File: config.mk
export PLATFORM = sky130hd
export DESIGN_NAME = idless_sector_formatter
export DESIGN_NICKNAME = d
export VERILOG_FILES = /design/src/rtl/formatter_pkg.sv /design/src/rtl/check_byte_gen.sv /design/src/rtl/idless_sector_formatter.sv
export SDC_FILE = /design/constraint.sdc
export NUM_CORES = 1
export LEC_CHECK = 0
export ABC_CLOCK_PERIOD_IN_PS = 3800
export BUFFER_PORTS_ARGS = -buffer_cell sky130_fd_sc_hd__buf_2
export CAP_MARGIN = 15
export CORE_MARGIN = 4
export CORE_UTILIZATION = 57
export CTS_BUF_LIST = sky130_fd_sc_hd__clkbuf_8
export DETAILED_ROUTE_END_ITERATION = 10
export GPL_TIMING_DRIVEN = 0
export PLACE_DENSITY_LB_ADDON = 0.12
export SYNTH_ARGS = -nofsm -noshare
export SYNTH_HDL_FRONTEND = slang
export SYNTH_SLANG_ARGS = --single-unit
File: constraint.sdc
create_clock -name clk -period 3.8 [get_ports clk]
set_clock_uncertainty 0.05 [all_clocks]
set_input_delay 0.19 -clock clk [delete_from_list [all_inputs] [get_ports clk]]
set_output_delay 0.19 -clock clk [all_outputs]
set_load 0.005 [all_outputs]
File: src/rtl/formatter_pkg.sv
// constants for the id-less sector formatter; its check-byte generator uses none of them
// assumes a single 25 MHz controller clock; all times below convert to its cycles
package formatter_pkg;
  localparam int CLK_PERIOD_NS = 40;
  // wedge geometry: ninety wedges a turn, seventy-five turns a second
  localparam int WEDGES_PER_REV = 90;
  localparam int SAMPLE_RATE_HZ = 6750;
  localparam int WEDGE_W = 7;
  localparam logic [6:0] WEDGE_LAST = 7'h59;
  // wedge field lengths in ns; counts round up to whole cycles
  localparam int AGC_NS = 2000;
  localparam int SAM_NS = 400;
  localparam int TRACK_NS = 1600;
  localparam int BURST_NS = 4000;
  localparam int AGC_CYC = (AGC_NS + CLK_PERIOD_NS - 1) / CLK_PERIOD_NS;
  localparam int SAM_CYC = (SAM_NS + CLK_PERIOD_NS - 1) / CLK_PERIOD_NS;
  localparam int TRACK_CYC = (TRACK_NS + CLK_PERIOD_NS - 1) / CLK_PERIOD_NS;
  localparam int BURST_CYC = (BURST_NS + CLK_PERIOD_NS - 1) / CLK_PERIOD_NS;
  // sector timer: the 12-bit sector mark meets the top bits of a 16-bit timer
  localparam int TIMER_W = 16;
  localparam int MARK_W = 12;
  localparam int MARK_LSB = 4;
  // descriptor byte 0 and byte 1 layout
  localparam int PARITY_BIT = 7;
  localparam int MARK_HI_LSB = 0;
  localparam int BRK1_LSB = 4;
  // break counts are stored scaled; shift turns them into byte positions
  localparam int BRK1_SHIFT = 5;
  localparam int BRK2_SHIFT = 1;
  localparam int DEFECT_BIT = 0;
  localparam int DESC_BYTES_MAX = 4;
  localparam logic [15:0] RESET_ADDR = 16'h0000;
  typedef enum {F_IDLE, F_AGC, F_SAM, F_TRACK, F_BURST} field_e;
  typedef enum {S_IDLE, S_FETCH, S_DEFECT, S_CHECK, S_WEDGE, S_MARK, S_DATA, S_SKIP, S_ECC, S_DONE} seq_e;
endpackage

File: src/rtl/check_byte_gen.sv
// byte-wide check generator for the sector data path
// assumes bytes arrive one a cycle on data_valid; clear starts a new sector
`timescale 1ns/100ps
module check_byte_gen #(
  parameter int CHECK_BYTES = 4
) (
  input wire logic clk,
  input wire logic resetn,
  input wire logic clear,
  input wire logic data_valid,
  input wire logic [7:0] data,
  output logic [8*CHECK_BYTES-1:0] check
);
  logic [7:0] acc [CHECK_BYTES];
  logic [7:0] next_acc [CHECK_BYTES];
  logic [7:0] feedback;

  // division remainder; feeding the appended bytes back in leaves all zero
  assign feedback = data ^ acc[CHECK_BYTES-1];

  genvar g;
  generate
    for (g = 0; g < CHECK_BYTES; g++) begin : g_lane
      always_comb begin
        next_acc[g] = acc[g];
        if (clear) begin
          next_acc[g] = 8'h00;
        end else if (data_valid) begin
          next_acc[g] = (g == 0) ? feedback : (acc[(g == 0) ? 0 : g-1] ^ feedback);
        end
      end
      always_ff @(posedge clk) begin
        if (!resetn) begin
          acc[g] <= 8'h00;
        end else begin
          acc[g] <= next_acc[g];
        end
      end
      assign check[8*g +: 8] = acc[g];
    end
  endgenerate
endmodule

File: src/rtl/idless_sector_formatter.sv
// id-less sector formatter: wedge timing, descriptor fetch, read and write data paths
// assumes a buffer controller answering byte requests and a read/write channel on pins
`timescale 1ns/100ps
import formatter_pkg::*;

module idless_sector_formatter #(
  parameter int SECTOR_BYTES = 512,
  parameter int CHECK_BYTES = 4,
  parameter int BIT_CYCLES = 1
) (
  input wire logic clk,
  input wire logic resetn,
  input wire logic servo_mark_found,
  input wire logic index_pulse,
  output logic [formatter_pkg::WEDGE_W-1:0] wedge_count,
  output logic position_sample,
  output logic burst_window,
  input wire logic op_start,
  input wire logic op_write,
  input wire logic triple_split,
  input wire logic parity_enable,
  input wire logic [15:0] desc_addr,
  input wire logic [15:0] defect_addr,
  input wire logic [2:0] head_in,
  output logic buf_req,
  output logic [15:0] buf_addr,
  input wire logic buf_ack,
  input wire logic [7:0] buf_rdata,
  output logic busy,
  output logic done,
  output logic op_error,
  output logic defect_hit,
  output logic parity_irq,
  input wire logic nrz_read_bit,
  input wire logic nrz_read_strobe,
  output logic read_gate,
  output logic [15:0] rd_word,
  output logic rd_word_valid,
  output logic ecc_valid,
  output logic corr_needed,
  output logic [1:0] corr_class,
  input wire logic [7:0] wr_byte,
  input wire logic wr_byte_valid,
  output logic wr_byte_ready,
  output logic write_gate,
  output logic preamp_write_mode,
  output logic [2:0] head_select,
  output logic nrz_write_bit
);
  import formatter_pkg::*;
  localparam int TOTAL_BYTES = SECTOR_BYTES + CHECK_BYTES;

  // pin synchroniser: stage one feeds stage two only; stage two against stage three gives edges
  logic [3:0] sync1, sync2, sync3;
  always_ff @(posedge clk) begin
    if (!resetn) begin
      sync1 <= 4'h0;
      sync2 <= 4'h0;
      sync3 <= 4'h0;
    end else begin
      sync1 <= {nrz_read_bit, nrz_read_strobe, index_pulse, servo_mark_found};
      sync2 <= sync1;
      sync3 <= sync2;
    end
  end
  logic mark_evt, index_evt, bit_evt;
  assign mark_evt = sync2[0] & ~sync3[0];
  assign index_evt = sync2[1] & ~sync3[1];
  assign bit_evt = sync2[2] & ~sync3[2];

  // wedge timing group
  field_e field, next_field;
  logic [11:0] fcnt, next_fcnt;
  logic [TIMER_W-1:0] timer, next_timer;
  logic [WEDGE_W-1:0] wedge, next_wedge;
  logic index_seen, next_index_seen;
  logic next_sample;
  always_comb begin
    next_field = field;
    next_fcnt = fcnt + 12'h001;
    next_timer = (&timer) ? timer : timer + 16'h0001;
    next_wedge = wedge;
    next_index_seen = index_seen | index_evt;
    next_sample = 1'b0;
    if (mark_evt) begin
      next_timer = '0;
      next_field = F_AGC;
      next_fcnt = 12'h000;
      next_index_seen = 1'b0;
      // wrap after the ninetieth wedge, or realign at the index
      next_wedge = (index_seen || index_evt || wedge == WEDGE_LAST) ? '0 : wedge + 7'h01;
    end else begin
      // field edges by counting clocks; no recovered clock in the servo area
      case (field)
        F_AGC: if (fcnt == 12'(AGC_CYC - 1)) begin next_field = F_SAM; next_fcnt = '0; end
        F_SAM: if (fcnt == 12'(SAM_CYC - 1)) begin next_field = F_TRACK; next_fcnt = '0; end
        F_TRACK: if (fcnt == 12'(TRACK_CYC - 1)) begin next_field = F_BURST; next_fcnt = '0; end
        F_BURST: if (fcnt == 12'(BURST_CYC - 1)) begin
          next_field = F_IDLE;
          next_sample = 1'b1;
        end
        F_IDLE: next_fcnt = '0;
        default: next_field = F_IDLE;
      endcase
    end
  end
  always_ff @(posedge clk) begin
    if (!resetn) begin
      field <= F_IDLE;
      fcnt <= '0;
      timer <= '0;
      wedge <= '0;
      index_seen <= 1'b0;
      position_sample <= 1'b0;
    end else begin
      field <= next_field;
      fcnt <= next_fcnt;
      timer <= next_timer;
      wedge <= next_wedge;
      index_seen <= next_index_seen;
      position_sample <= next_sample;
    end
  end
  assign wedge_count = wedge;
  assign burst_window = (field == F_BURST);

  // sequencer group: descriptor, defect, wait, data, check bytes
  seq_e state, next_state;
  logic [7:0] desc [DESC_BYTES_MAX];
  logic [7:0] next_desc [DESC_BYTES_MAX];
  logic [2:0] fidx, next_fidx;
  logic [9:0] bcnt, next_bcnt;
  logic [7:0] shreg, next_shreg;
  logic [3:0] bitn, next_bitn;
  logic [7:0] pace, next_pace;
  logic [7:0] lowbyte, next_lowbyte;
  logic half, next_half;
  logic brk_done1, next_brk_done1, brk_done2, next_brk_done2, skip_mark, next_skip_mark;
  logic [8*CHECK_BYTES-1:0] chk, chk_hold, next_chk_hold;
  logic next_done, next_err, next_defect, next_pirq, next_word_valid, next_ecc_valid, next_corr_needed;
  logic [1:0] next_corr_class;
  logic [15:0] next_rd_word;
  logic gen_clear, gen_valid;
  logic [7:0] gen_data;
  logic [WEDGE_W-1:0] dwedge;
  logic [MARK_W-1:0] smark;
  logic [9:0] brk1_pos, brk2_pos;
  logic parity_ok, byte_end, in_check;
  logic [7:0] load_byte;
  logic [2:0] nz;

  // descriptor fields
  assign dwedge = desc[0][WEDGE_W-1:0];
  assign smark = {desc[1][MARK_HI_LSB +: 4], desc[2]};
  assign brk1_pos = 10'({desc[1][BRK1_LSB +: 4], 5'b0});
  assign brk2_pos = 10'({desc[3], 1'b0});
  // odd parity over three or four descriptor bytes
  assign parity_ok = ^{desc[0], desc[1], desc[2], (triple_split ? desc[3] : 8'h00)};
  assign in_check = (bcnt >= 10'(SECTOR_BYTES));
  assign byte_end = op_write ? (bitn == 4'h7 && pace == 8'(BIT_CYCLES - 1)) : (bitn == 4'h7 && bit_evt);
  // the generator takes wr_byte on write and the assembled read byte on read
  // reads also feed the received check bytes, so a clean sector leaves a zero remainder
  assign gen_data = op_write ? wr_byte : {shreg[6:0], sync3[3]};
  assign gen_valid = (state == S_DATA) &&
                     (op_write ? (!in_check && bitn == 4'h0 && pace == 8'h00 && wr_byte_valid) : byte_end);
  // byte that the write serialiser starts on: held check byte or fresh data byte
  assign load_byte = in_check ? chk_hold[8*(TOTAL_BYTES-1-int'(bcnt)) +: 8] : wr_byte;
  assign gen_clear = (state == S_MARK);
  check_byte_gen #(.CHECK_BYTES(CHECK_BYTES)) u_check (
    .clk(clk),
    .resetn(resetn),
    .clear(gen_clear),
    .data_valid(gen_valid),
    .data(gen_data),
    .check(chk)
  );

  always_comb begin
    next_state = state;
    for (int i = 0; i < DESC_BYTES_MAX; i++) next_desc[i] = desc[i];
    next_fidx = fidx;
    next_bcnt = bcnt;
    next_shreg = shreg;
    next_bitn = bitn;
    next_pace = pace;
    next_lowbyte = lowbyte;
    next_half = half;
    next_brk_done1 = brk_done1;
    next_brk_done2 = brk_done2;
    next_skip_mark = skip_mark;
    next_chk_hold = chk_hold;
    next_done = 1'b0;
    next_err = op_error;
    next_defect = defect_hit;
    next_pirq = 1'b0;
    next_word_valid = 1'b0;
    next_rd_word = rd_word;
    next_ecc_valid = 1'b0;
    next_corr_needed = corr_needed;
    next_corr_class = corr_class;
    nz = 3'h0;
    case (state)
      S_IDLE: if (op_start) begin
        next_state = S_FETCH;
        next_fidx = '0;
        next_err = 1'b0;
        next_defect = 1'b0;
      end
      // descriptor bytes one by one from the buffer
      S_FETCH: if (buf_ack) begin
        next_desc[fidx[1:0]] = buf_rdata;
        next_fidx = fidx + 3'h1;
        if (fidx == (triple_split ? 3'h3 : 3'h2)) next_state = S_DEFECT;
      end
      // defect list lives apart from the descriptor
      S_DEFECT: if (buf_ack) begin
        next_defect = buf_rdata[DEFECT_BIT];
        next_state = S_CHECK;
      end
      S_CHECK: begin
        if (parity_enable && !parity_ok) begin
          next_pirq = 1'b1;
          next_err = 1'b1;
          next_state = S_DONE;
        end else if (defect_hit) begin
          next_state = S_DONE;
        end else begin
          next_state = S_WEDGE;
        end
      end
      // only the wedge named in the descriptor; wait for its mark
      S_WEDGE: if (mark_evt && next_wedge == dwedge) next_state = S_MARK;
      S_MARK: begin
        next_bcnt = '0;
        next_bitn = '0;
        next_pace = '0;
        next_half = 1'b0;
        next_brk_done1 = 1'b0;
        next_brk_done2 = 1'b0;
        if (mark_evt) next_state = S_WEDGE; // sector missed in this wedge
        else if (timer[TIMER_W-1 -: MARK_W] == smark) next_state = S_DATA;
      end
      S_DATA: begin
        if (op_write) begin
          // load next data byte or held check byte; the pin indexes it msb first
          if (bitn == 4'h0 && pace == 8'h00) begin
            if (in_check) begin
              next_shreg = load_byte;
            end else if (wr_byte_valid) begin
              next_shreg = wr_byte;
            end else begin
              next_err = 1'b1; // buffer underrun cannot be recovered mid-sector
              next_state = S_DONE;
            end
          end
          next_pace = (pace == 8'(BIT_CYCLES - 1)) ? 8'h00 : pace + 8'h01;
          if (pace == 8'(BIT_CYCLES - 1)) begin
            next_bitn = bitn + 4'h1;
          end
        end else if (bit_evt) begin
          next_shreg = {shreg[6:0], sync3[3]};
          next_bitn = bitn + 4'h1;
        end
        if (byte_end) begin
          next_bitn = '0;
          next_bcnt = bcnt + 10'h001;
          if (!op_write && !in_check) begin
            // pair bytes, first byte in the low half
            next_half = ~half;
            next_lowbyte = {shreg[6:0], sync3[3]};
            next_rd_word = {shreg[6:0], sync3[3], lowbyte};
            next_word_valid = half;
          end
          if (bcnt == 10'(SECTOR_BYTES - 1)) next_chk_hold = op_write ? chk : next_chk_hold;
          if (bcnt == 10'(TOTAL_BYTES - 1)) begin
            next_state = op_write ? S_DONE : S_ECC;
          end else if (!brk_done1 && brk1_pos != 10'h000 && next_bcnt == brk1_pos) begin
            next_brk_done1 = 1'b1;
            next_skip_mark = 1'b0;
            next_state = S_SKIP;
          end else if (triple_split && brk_done1 && !brk_done2 && brk2_pos != 10'h000 && next_bcnt == brk2_pos) begin
            next_brk_done2 = 1'b1;
            next_skip_mark = 1'b0;
            next_state = S_SKIP;
          end
        end
      end
      // gates down across the wedge, resume after its burst field ends
      S_SKIP: begin
        if (mark_evt) next_skip_mark = 1'b1;
        if (skip_mark && position_sample) next_state = S_DATA;
      end
      // remainder over data plus check bytes decides the correction class
      S_ECC: begin
        for (int i = 0; i < CHECK_BYTES; i++) nz = nz + {2'b00, (chk[8*i +: 8] != 8'h00)};
        next_ecc_valid = 1'b1;
        next_corr_needed = (nz != 3'h0);
        next_corr_class = (nz == 3'h0) ? 2'h0 : 2'(nz - 3'h1);
        next_state = S_DONE;
      end
      S_DONE: begin
        next_done = 1'b1;
        next_state = S_IDLE;
      end
      default: next_state = S_IDLE;
    endcase
  end

  always_ff @(posedge clk) begin
    if (!resetn) begin
      state <= S_IDLE;
      for (int i = 0; i < DESC_BYTES_MAX; i++) desc[i] <= 8'h00;
      fidx <= '0;
      bcnt <= '0;
      shreg <= 8'h00;
      bitn <= '0;
      pace <= 8'h00;
      lowbyte <= 8'h00;
      half <= 1'b0;
      brk_done1 <= 1'b0;
      brk_done2 <= 1'b0;
      skip_mark <= 1'b0;
      chk_hold <= '0;
      done <= 1'b0;
      op_error <= 1'b0;
      defect_hit <= 1'b0;
      parity_irq <= 1'b0;
      rd_word <= 16'h0000;
      rd_word_valid <= 1'b0;
      ecc_valid <= 1'b0;
      corr_needed <= 1'b0;
      corr_class <= 2'h0;
      head_select <= 3'h0;
    end else begin
      state <= next_state;
      for (int i = 0; i < DESC_BYTES_MAX; i++) desc[i] <= next_desc[i];
      fidx <= next_fidx;
      bcnt <= next_bcnt;
      shreg <= next_shreg;
      bitn <= next_bitn;
      pace <= next_pace;
      lowbyte <= next_lowbyte;
      half <= next_half;
      brk_done1 <= next_brk_done1;
      brk_done2 <= next_brk_done2;
      skip_mark <= next_skip_mark;
      chk_hold <= next_chk_hold;
      done <= next_done;
      op_error <= next_err;
      defect_hit <= next_defect;
      parity_irq <= next_pirq;
      rd_word <= next_rd_word;
      rd_word_valid <= next_word_valid;
      ecc_valid <= next_ecc_valid;
      corr_needed <= next_corr_needed;
      corr_class <= next_corr_class;
      if (state == S_IDLE && op_start) head_select <= head_in;
    end
  end

  // buffer requests and channel pins
  assign buf_req = (state == S_FETCH) || (state == S_DEFECT);
  assign buf_addr = (state == S_FETCH) ? desc_addr + {13'h0000, fidx} : (state == S_DEFECT) ? defect_addr : RESET_ADDR;
  assign busy = (state != S_IDLE);
  // preamp is in write mode from the wedge wait onward, ahead of the gate
  assign preamp_write_mode = op_write && (state == S_WEDGE || state == S_MARK || state == S_DATA || state == S_SKIP);
  assign write_gate = op_write && (state == S_DATA);
  assign read_gate = !op_write && (state == S_DATA);
  // the first bit of a byte comes straight from the load source, so no bit is lost at the gate
  assign nrz_write_bit = write_gate ? ((bitn == 4'h0 && pace == 8'h00) ? load_byte[7] :
                         shreg[3'(4'h7 - bitn)]) : 1'b0;
  assign wr_byte_ready = gen_valid && op_write;

  a_wedge_wrap: assert property (@(posedge clk) disable iff (!resetn)
    (mark_evt && wedge == WEDGE_LAST) |=> wedge == 7'h00) else $error("wedge count did not wrap");
  a_wedge_range: assert property (@(posedge clk) disable iff (!resetn)
    wedge < 7'(WEDGES_PER_REV)) else $error("wedge count out of range");
  a_field_order: assert property (@(posedge clk) disable iff (!resetn)
    (field == F_SAM && $past(field) != F_SAM) |-> $past(field) == F_AGC) else $error("servo mark field out of order");
  a_sample_burst: assert property (@(posedge clk) disable iff (!resetn)
    position_sample |-> $past(field) == F_BURST && field == F_IDLE) else $error("sample not at burst end");
  a_timer_resync: assert property (@(posedge clk) disable iff (!resetn)
    mark_evt |=> timer == 16'h0000) else $error("timer not restarted at mark");
  a_wedge_match: assert property (@(posedge clk) disable iff (!resetn)
    (state == S_MARK && $past(state) == S_WEDGE) |-> wedge == dwedge) else $error("sector in wrong wedge");
  a_mark_start: assert property (@(posedge clk) disable iff (!resetn)
    (state == S_MARK && !mark_evt && timer[15:4] == smark) |=> state == S_DATA) else $error("sector start missed");
  a_gate_mode: assert property (@(posedge clk) disable iff (!resetn)
    write_gate |-> preamp_write_mode && $past(preamp_write_mode)) else $error("write gate before write mode");
  a_skip_quiet: assert property (@(posedge clk) disable iff (!resetn)
    state == S_SKIP |-> !write_gate && !read_gate) else $error("gate active across wedge");
  a_parity_irq: assert property (@(posedge clk) disable iff (!resetn)
    parity_irq |-> $past(parity_enable) && !$past(parity_ok) ##1 done) else $error("parity interrupt without cause");
  a_ecc_after: assert property (@(posedge clk) disable iff (!resetn)
    ecc_valid |-> $past(state) == S_ECC && !op_write) else $error("check result outside read end");
endmodule

==> results of run 1 <==
-- flip-flops by register name, summed over array words and instances (netlist names), 7 cells and up --
name / cells
chk_hold: 32
wedge_count: 7
fcnt: 12
state: 32
pace: 8
timer: 16
rd_word: 16
desc: 32
shreg: 8
u_check.acc: 32
bcnt: 10
-- Yosys cell counts, types with 8 or more instances --
cell and count:
a21oi_1 112, ha_1 25, a221oi_1 9, buf_2 11
xor2_1 68, or4_1 11, nor4_1 14, a21boi_0 52
nor2b_1 25, nand3_1 39, xnor2_1 60, o21ai_0 52
mux4_2 10, clkbuf_1 56, inv_1 36, nor3_1 30
nand4_1 18, a21boi_1 8, and3_1 22, dfxtp_1 245
or3_1 20, and2_1 25, nand2_1 309, nor2_1 95
nand2b_1 10
-- per-stage QoR --
step                std cells  hold slack [ns]  worst slack (ns)  instance area, um^2
floorplan                1503            0.267              1.03                12200
global placement         1894            0.348             0.614                13100
detailed placement       1894            0.352             0.574                13100
CTS                      1985           0.0340             0.251                14100
global route             1985            0.106             0.163                14200
finish                   1985           0.0691             0.433                14200
-- cells in the final DEF (no fill, tap or decap), drive strengths merged, types with 7 or more instances in the layout --
cell type    synthesis  routed
o21a                 7       7
and2                26      26
nand2              310     310
mux4                10      10
a21boi              60      60
nand2b              10      10
or4                 11      11
nand4               19      19
o21ai               53      53
mux2i                7       7
a21oi              112     112
a31oi                7       7
conb                 1      28
xnor2               60      60
nor4                16      16
ha                  25      25
nand3               40      40
or3                 20      20
xor2                68      68
nor3                30      30
and3                22      22
dfxtp              245     245
nor2                96      96
a221oi               9       9
dlygate4sd3          0      27
clkbuf              57     107
inv                 36      46
buf                 20     141
nor2b               25      25
o211a                7       7
-- what timing repair did --
item,4_1_cts,5_1_grt
setup buffers,0,0
hold buffers,27,0
setup endpoints to repair,0,8
gates resized for setup,0,1
endpoints found under the hold margin,48,0
-- metal layers --
layer	up-vias	global-route usage	wire, um
li1	5462	-	-
met1	5117	0.365	14500
met2	380	0.434	14700
met3	85	0.0464	2330
met4	0	0.101	1060
met5	-	0	0
-- cell families (layout without fill, tap and decap cells) --
group | Yosys count | after routing
xor gates and xnor gates | 129 | 129
AOI/OAI and AO/OA | 294 | 294
DFF | 245 | 245
other | 1 | 28
muxes | 19 | 19
buffers and inverters | 114 | 326
adders and majority gates | 27 | 27
and+or+nand+nor | 647 | 647
-- worst reg2reg max path: stages (launching register included) --
cell and delay [ns]:
dfxtp_1 0.44, buf_1 0.60, inv_1 0.14, ha_1 0.39, xor2_1 0.16, a211oi_1 0.18, o2111ai_1 0.14, a2111o_1 0.38
and4b_1 0.23, a211oi_1 0.26, o221a_2 0.21
-- cell type report --
type,instances,area share
plain buffers,77,0.0228
clock inverters,14,0.00460
flip-flops and latches,245,0.347
repair buffers,148,0.0619
multi-input cells,1144,0.482
clock buffers,50,0.0486
inverters,37,0.00981
well taps,270,0.0239
-- worst max path at each step --
| stage | from | end |
|---|---|---|
| after CTS | state[22]$_SDFFE_PN0P_ | buf_addr[9] |
| after global routing | state[22]$_SDFFE_PN0P_ | buf_addr[12] |
| after floorplan | bcnt[0]$_SDFFE_PN0P_ | state[0]$_SDFFE_PN0P_ |
| final | state[23]$_SDFFE_PN0P_ | buf_addr[11] |
| after global placement | bcnt[0]$_SDFFE_PN0P_ | state[0]$_SDFFE_PN0P_ |
| after detailed placement | bcnt[0]$_SDFFE_PN0P_ | state[0]$_SDFFE_PN0P_ |
-- report_power, final --
group          switching, uW  leakage [uW]  total [uW]  internal, uW
Clock                   1020      0.000424        2200          1180
Combinational            135       0.00319         224          89.5
Sequential              10.6       0.00199        2610          2600
==> reports/qor.yml, run 1 <==
outcome:
  outcome: "completed"
floorplan:
  num_io_pins: 123
  core-area_um2: 20600
  dieArea_um2: 23600
  die_w_um: 154
  die_h_um: 154
  rows: 52
  initial_core_util: 0.588
cells_and_area:
  multi_input_area_um2: 6820
  num_antenna_cells: 0
  final-seq-area_um2: 4900
  nets: 1783
  utilization: 0.688
  n_fill_cell: 1753
  drive_above_1_share: 0.127
  area_delta_synth_final_pct: 17.2
power:
  ir_worst_vdd_mv: 0.344
  cellPowerDensity_nw_per_um2: 355
  power_uw: 5030
  p_leak_uw: 0.00560
setup_path:
  arrival_ns: 3.13
  path_class: "reg2out"
  cp.required_ns: 3.56
  end_kind: "output pin"
  cp_slowest_cell: "or3_1"
  rrSetupSlack_ns: 0.53
  rr_worst_depth: 10
  path_buf_inv: 3
  r2r-start: "bcnt[0]$_SDFFE_PN0P_"
  cp-start-kind: "register"
  cp_cell_sequence: "nor4_1 -> nand4_1 -> or3_1 -> or3_1 -> clkbuf_1 -> clkbuf_1 -> o21ai_0 -> buf_2"
  r2r-end: "state[0]$_SDFFE_PN0P_"
  critical_path_depth: 8
  path_max_fanout: 10
  cpLargestDelayFamily: "simple AND/OR/NAND/NOR gates"
  max_stage_delay_ns: 0.44
synth:
  syn-cell-area_um2: 12100
  synth_top_family_by_area: "simple AND/OR/NAND/NOR gates"
  async_flop_share: 0
  netlist.area_leader.share: 0.406
  synth_mux_area_frac: 0.0263
  synth.top_cells.by_area: "dfxtp_1 41%, nand2_1 9.6%, xor2_1 4.9%"
  ys_ff_latch: 245
  synth_xor_xnor_area_share: 0.0947
  yosys_warnings: 0
  synth_edf_count: 0
  synth_largest_area_cell: "dfxtp_1"
  synth_compound_area_frac: 0.152
  synthSimpleGateAreaFrac: 0.253
  ys_seq_area_frac: 0.406
  syn-mean-instance-area_um2: 8.18
  syn_inst: 1476
  synthAdderAreaFrac: 0.0292
  synth_ff_type: "dfxtp_1"
  synth_cell_types: 75
timing:
  rsz0062_at_grt: "no"
  setup_tns_ns: 0
  tightest_slew_ns: 0.784
  final.min_clock_period_ns: 3.37
  slew-limit-headroom: 0.477
  hold_viol: 0
  fmax_mhz: 297
  period_share: 0.886
  setup_viol: 0
  final_max_slew_viol_count: 0
route:
  vias_per_cell: 5.56
  drt-pass1-iter-count: 6
  drtIter0Drc: 866
  ant_nets: 0
  detail_route.wirelength_um: 32600
  drc_errors: 0
  wl_per_cell_um: 16.4
  vias: 11000
worst_hold_path:
  hp-class: "in2reg"
  hold_depth: 4
  holdPathEnd: "defect_hit$_SDFFE_PN0P_"
  hold_start: "op_start"
global_route:
  antenna_found_initial: 0
  grt_pass1_wl_um: 53100
  grt_max_degree: 11
  grt_pass1_vias: 10500
  grt_overflow: 0
  grt.total_usage: 0.269
clock_tree:
  clkLatencyLatePin_ns: 0.54
  cts-buffers-inserted: 40
  cts_tree: "done"
  cts_buffer_depth: 3
  cts.reportedPaths.clkPinSlew_ns: 0.06
  clkSinkCount: 245
  clockRootBuffer: "clkbuf_8"
  h-tree-depth: 2
run:
  drv_cap: 0
placement:
  io_buffer_count: 121
  place_hpwl_um: 23900
  gp_congestion: 0.971
Power figures use the tool's default switching activity.
==> run 2: changes to the inputs <==
- CORE_UTILIZATION: 57 -> 55
- SYNTH_HIERARCHICAL: not set -> 1
==> run 2 against run 1 <==
Against the previous run: clock power is 9.5% higher; worst hold slack worse by 0.050 ns; clock-buffer cell count is 4 higher; non-clock buffer count is 4 lower.
==> reports/qor.yml, run 2 <==
floorplan:
  die_h_um: 155  # was 154 um
  core-area_um2: 21200  # was 20600 um^2
  rows: 53  # was 52
  dieArea_um2: 24000  # was 23600 um^2
  initial_core_util: 0.562  # was 0.588
  num_io_pins: 123  # unchanged
  die_w_um: 155  # was 154 um
power:
  ir_worst_vdd_mv: 0.257  # was 0.344 mV
  cellPowerDensity_nw_per_um2: 371  # was 355 nW/um^2
  power_uw: 5240  # was 5030 uW
  p_leak_uw: 0.00545  # was 0.00560 uW
placement:
  dp_cells: 1793  # was 1894
  place_hpwl_um: 22900  # was 23900 um
  io_buffer_count: 121  # unchanged
  gp_congestion: 0.872  # was 0.971
timing:
  tightest_slew_ns: 0.888  # was 0.784 ns
  hold_viol: 0  # unchanged
  fmax_mhz: 273  # was 297 MHz
  setup_viol: 0  # unchanged
  period_share: 0.964  # was 0.886
  final_max_slew_viol_count: 0  # unchanged
  final.min_clock_period_ns: 3.66  # was 3.37 ns
  slew-limit-headroom: 0.402  # was 0.477
cells_and_area:
  nets: 1675  # was 1783
  most-common-layout-cells: "245 x dfxtp_1, 155 x nand2_1, 153 x nor2_1"  # was 309 x nand2_1, 245 x dfxtp_1, 132 x buf_2
  area_delta_synth_final_pct: 18.8  # was 17.2%
  drive_above_1_share: 0.155  # was 0.127
  fin_cells: 1891  # was 1985
  final_common_cell: "dfxtp_1"  # was nand2_1
  num_antenna_cells: 0  # unchanged
route:
  vias: 10600  # was 11000
  drc_errors: 0  # unchanged
  drtIter0Drc: 816  # was 866
  detail_route.wirelength_um: 31600  # was 32600 um
  vias_per_cell: 5.62  # was 5.56
  ant_nets: 0  # unchanged
  wl_per_cell_um: 16.7  # was 16.4 um
  drt-pass1-iter-count: 6  # unchanged
setup_path:
  end_kind: "register"  # was output pin
  path_max_fanout: 10  # unchanged
  cp.required_ns: 4.22  # was 3.56 ns
  path_class: "reg2reg"  # was reg2out
  cp_cell_sequence: "or4_4 -> or4b_4 -> or4_4 -> buf_6 -> nor2_4 -> nand2_4 -> nor4_4 -> a21o_1 -> buf_6 -> inv_2 -> buf_6 -> buf_4 -> nor4_2 -> nand3b_1"  # was nor4_1 -> nand4_1 -> or3_1 -> or3_1 -> clkbuf_1 -> clkbuf_1 -> o21ai_0 -> buf_2
  cp_slowest_cell: "or4_4"  # was or3_1
  crit_top_cell: "buf_6"
  max_stage_delay_ns: 0.54  # was 0.44 ns
  cpLargestDelayFamily: "simple AND/OR/NAND/NOR gates"  # unchanged
  rr_worst_depth: 14  # was 10
  cp-start-kind: "register"  # unchanged
  critical_path_depth: 14  # was 8
  arrival_ns: 4.08  # was 3.13 ns
  path_buf_inv: 5  # was 3
global_route:
  grt_pass1_vias: 9835  # was 10500
  grt.met2_usage: 0.414  # was 0.434
  grtUsageMet1: 0.351  # was 0.365
  grt_pass1_wl_um: 50600  # was 53100 um
  grt_overflow: 0  # unchanged
  grt_util_met3: 0.0459  # was 0.0464
  grt.total_usage: 0.256  # was 0.269
  grt_max_degree: 12  # was 11
  top_usage_layer: "met2"  # unchanged
  antenna_found_initial: 0  # unchanged
synth:
  ys_seq_area_frac: 0.413  # was 0.406
  syn-cell-area_um2: 11900  # was 12100 um^2
  synthTopCellsByCount: "245 x dfxtp_1, 156 x nand2_1, 155 x nor2_1, 92 x a21oi_1, 88 x xnor2_1"  # was 309 x nand2_1, 245 x dfxtp_1, 112 x a21oi_1, 95 x nor2_1, 68 x xor2_1
  synth.top_cells.by_area: "dfxtp_1 41%, xnor2_1 6.5%, nand2_1 4.9%"  # was dfxtp_1 41%, nand2_1 9.6%, xor2_1 4.9%
  syn_inst: 1370  # was 1476
  synth_largest_area_cell: "dfxtp_1"  # unchanged
  netlist.area_leader.share: 0.413  # was 0.406
  synth_cell_types: 74  # was 75
  syn-mean-instance-area_um2: 8.68  # was 8.18 um^2
  synth_edf_count: 0  # unchanged
  ys_ff_latch: 245  # unchanged
  synth.most_common_cell: "dfxtp_1"  # was nand2_1
  yosys_warnings: 6  # was 0
  async_flop_share: 0  # unchanged
  synth_ff_type: "dfxtp_1"  # unchanged
clock_tree:
  cts_buffer_depth: 3  # unchanged
  cts-buffers-inserted: 43  # was 40
  clkLatencyLatePin_ns: 0.55  # was 0.54 ns
  cts.reportedPaths.clkPinSlew_ns: 0.06  # about the same
  cts_tree: "done"  # unchanged
  clkSinkCount: 245  # unchanged
  clockRootBuffer: "clkbuf_8"  # unchanged
  h-tree-depth: 2  # unchanged
worst_hold_path:
  hp-class: "in2reg"  # unchanged
  hold_depth: 3  # was 4
outcome:
  outcome: "completed"  # unchanged
run:
  drv_cap: 0  # unchanged
[run 2: changes by cell type in the layout (fill, tap and decap cells not counted), sizes merged, moves of 28 or more]
| cell | change |
|---|---|
| xor2 | -33 |
| nor2 | +60 |
| nand2 | -154 |
| mux2i | +33 |
| xnor2 | +28 |
| a21boi | -59 |
[run 2: area by class of cell]
cell class | instances | area [um^2]
multi-input cells | 1035 | 6620
well taps | 275 | 344
clock inverters | 22 | 124
fillers | 1812 | 7040
clock buffers | 54 | 743
flip-flops and latches | 245 | 4900
plain buffers | 78 | 415
inverters | 39 | 146
repair buffers | 143 | 818
[run 2: logic make-up (layout without fill, tap and decap cells)]
logic type	count (synthesis)	count (layout)	share of synthesized area
simple gates	577	577	0.242
xor+xnor	124	124	0.0925
other cells	1	28	0.000315
compound gates	220	220	0.115
flops	245	245	0.413
buf+inv	117	336	0.0464
mux	59	59	0.0612
fa+ha+maj	27	27	0.0297
[run 2: metrics by stage]
stage                     setup WS, ns  hold WS (ns)  cell area, um^2   util  TNS (ns)
final                            0.137        0.0188            14100  0.667         0
after global routing           -0.0454        0.0179            14100  0.667    -0.319
after CTS                     -0.00520       0.00509            14000  0.663  -0.00520
after detailed placement        -0.533         0.354            12900  0.612    -13.68
after global placement          -0.516         0.347            12900  0.612    -13.15
after floorplan                  0.116         0.267            12000      -         0
[run 2: metal layers]
layer / vias to the layer above / part of all wire
li1: 5241 / -
met1: 4952 / 0.44
met2: 372 / 0.46
met3: 68 / 0.066
met4: 0 / 0.025
met5: - / 0
[run 2: tightest hold or removal path, stage by stage]
cell,delay (ns)
buf_2,0.09
a222oi_1,0.07
a211oi_1,0.22
[run 2: worst paths after layout]
check                                            from                             end  slack [ns]
worst max-delay path            state[8]$_SDFFE_PN0P_  u_check/acc[1][0]$_SDFFE_PP0P_        0.14
worst min-delay path                       wr_byte[5]           shreg[5]$_SDFFE_PN0P_        0.02
worst max register to register  state[8]$_SDFFE_PN0P_  u_check/acc[1][0]$_SDFFE_PP0P_        0.14
worst min register to register    sync1[1]$_SDFF_PN0_             sync2[1]$_SDFF_PN0_        0.38
[run 2: report_power, final]
| group | internal, uW | switching [uW] | total, uW |
|---|---|---|---|
| Combinational | 83.5 | 144 | 227 |
| Clock | 1340 | 1060 | 2410 |
| Sequential | 2600 | 11.6 | 2610 |
| Total | 4020 | 1220 | 5240 |
[run 2: repair_timing]
action,4_1_cts,5_1_grt
endpoints found under the setup margin,43,40
pin swaps,1,6
gates resized for setup,6,19
hold endpoints to repair,41,0
gates cloned,0,0
hold buffers,17,0
setup buffers,1,3
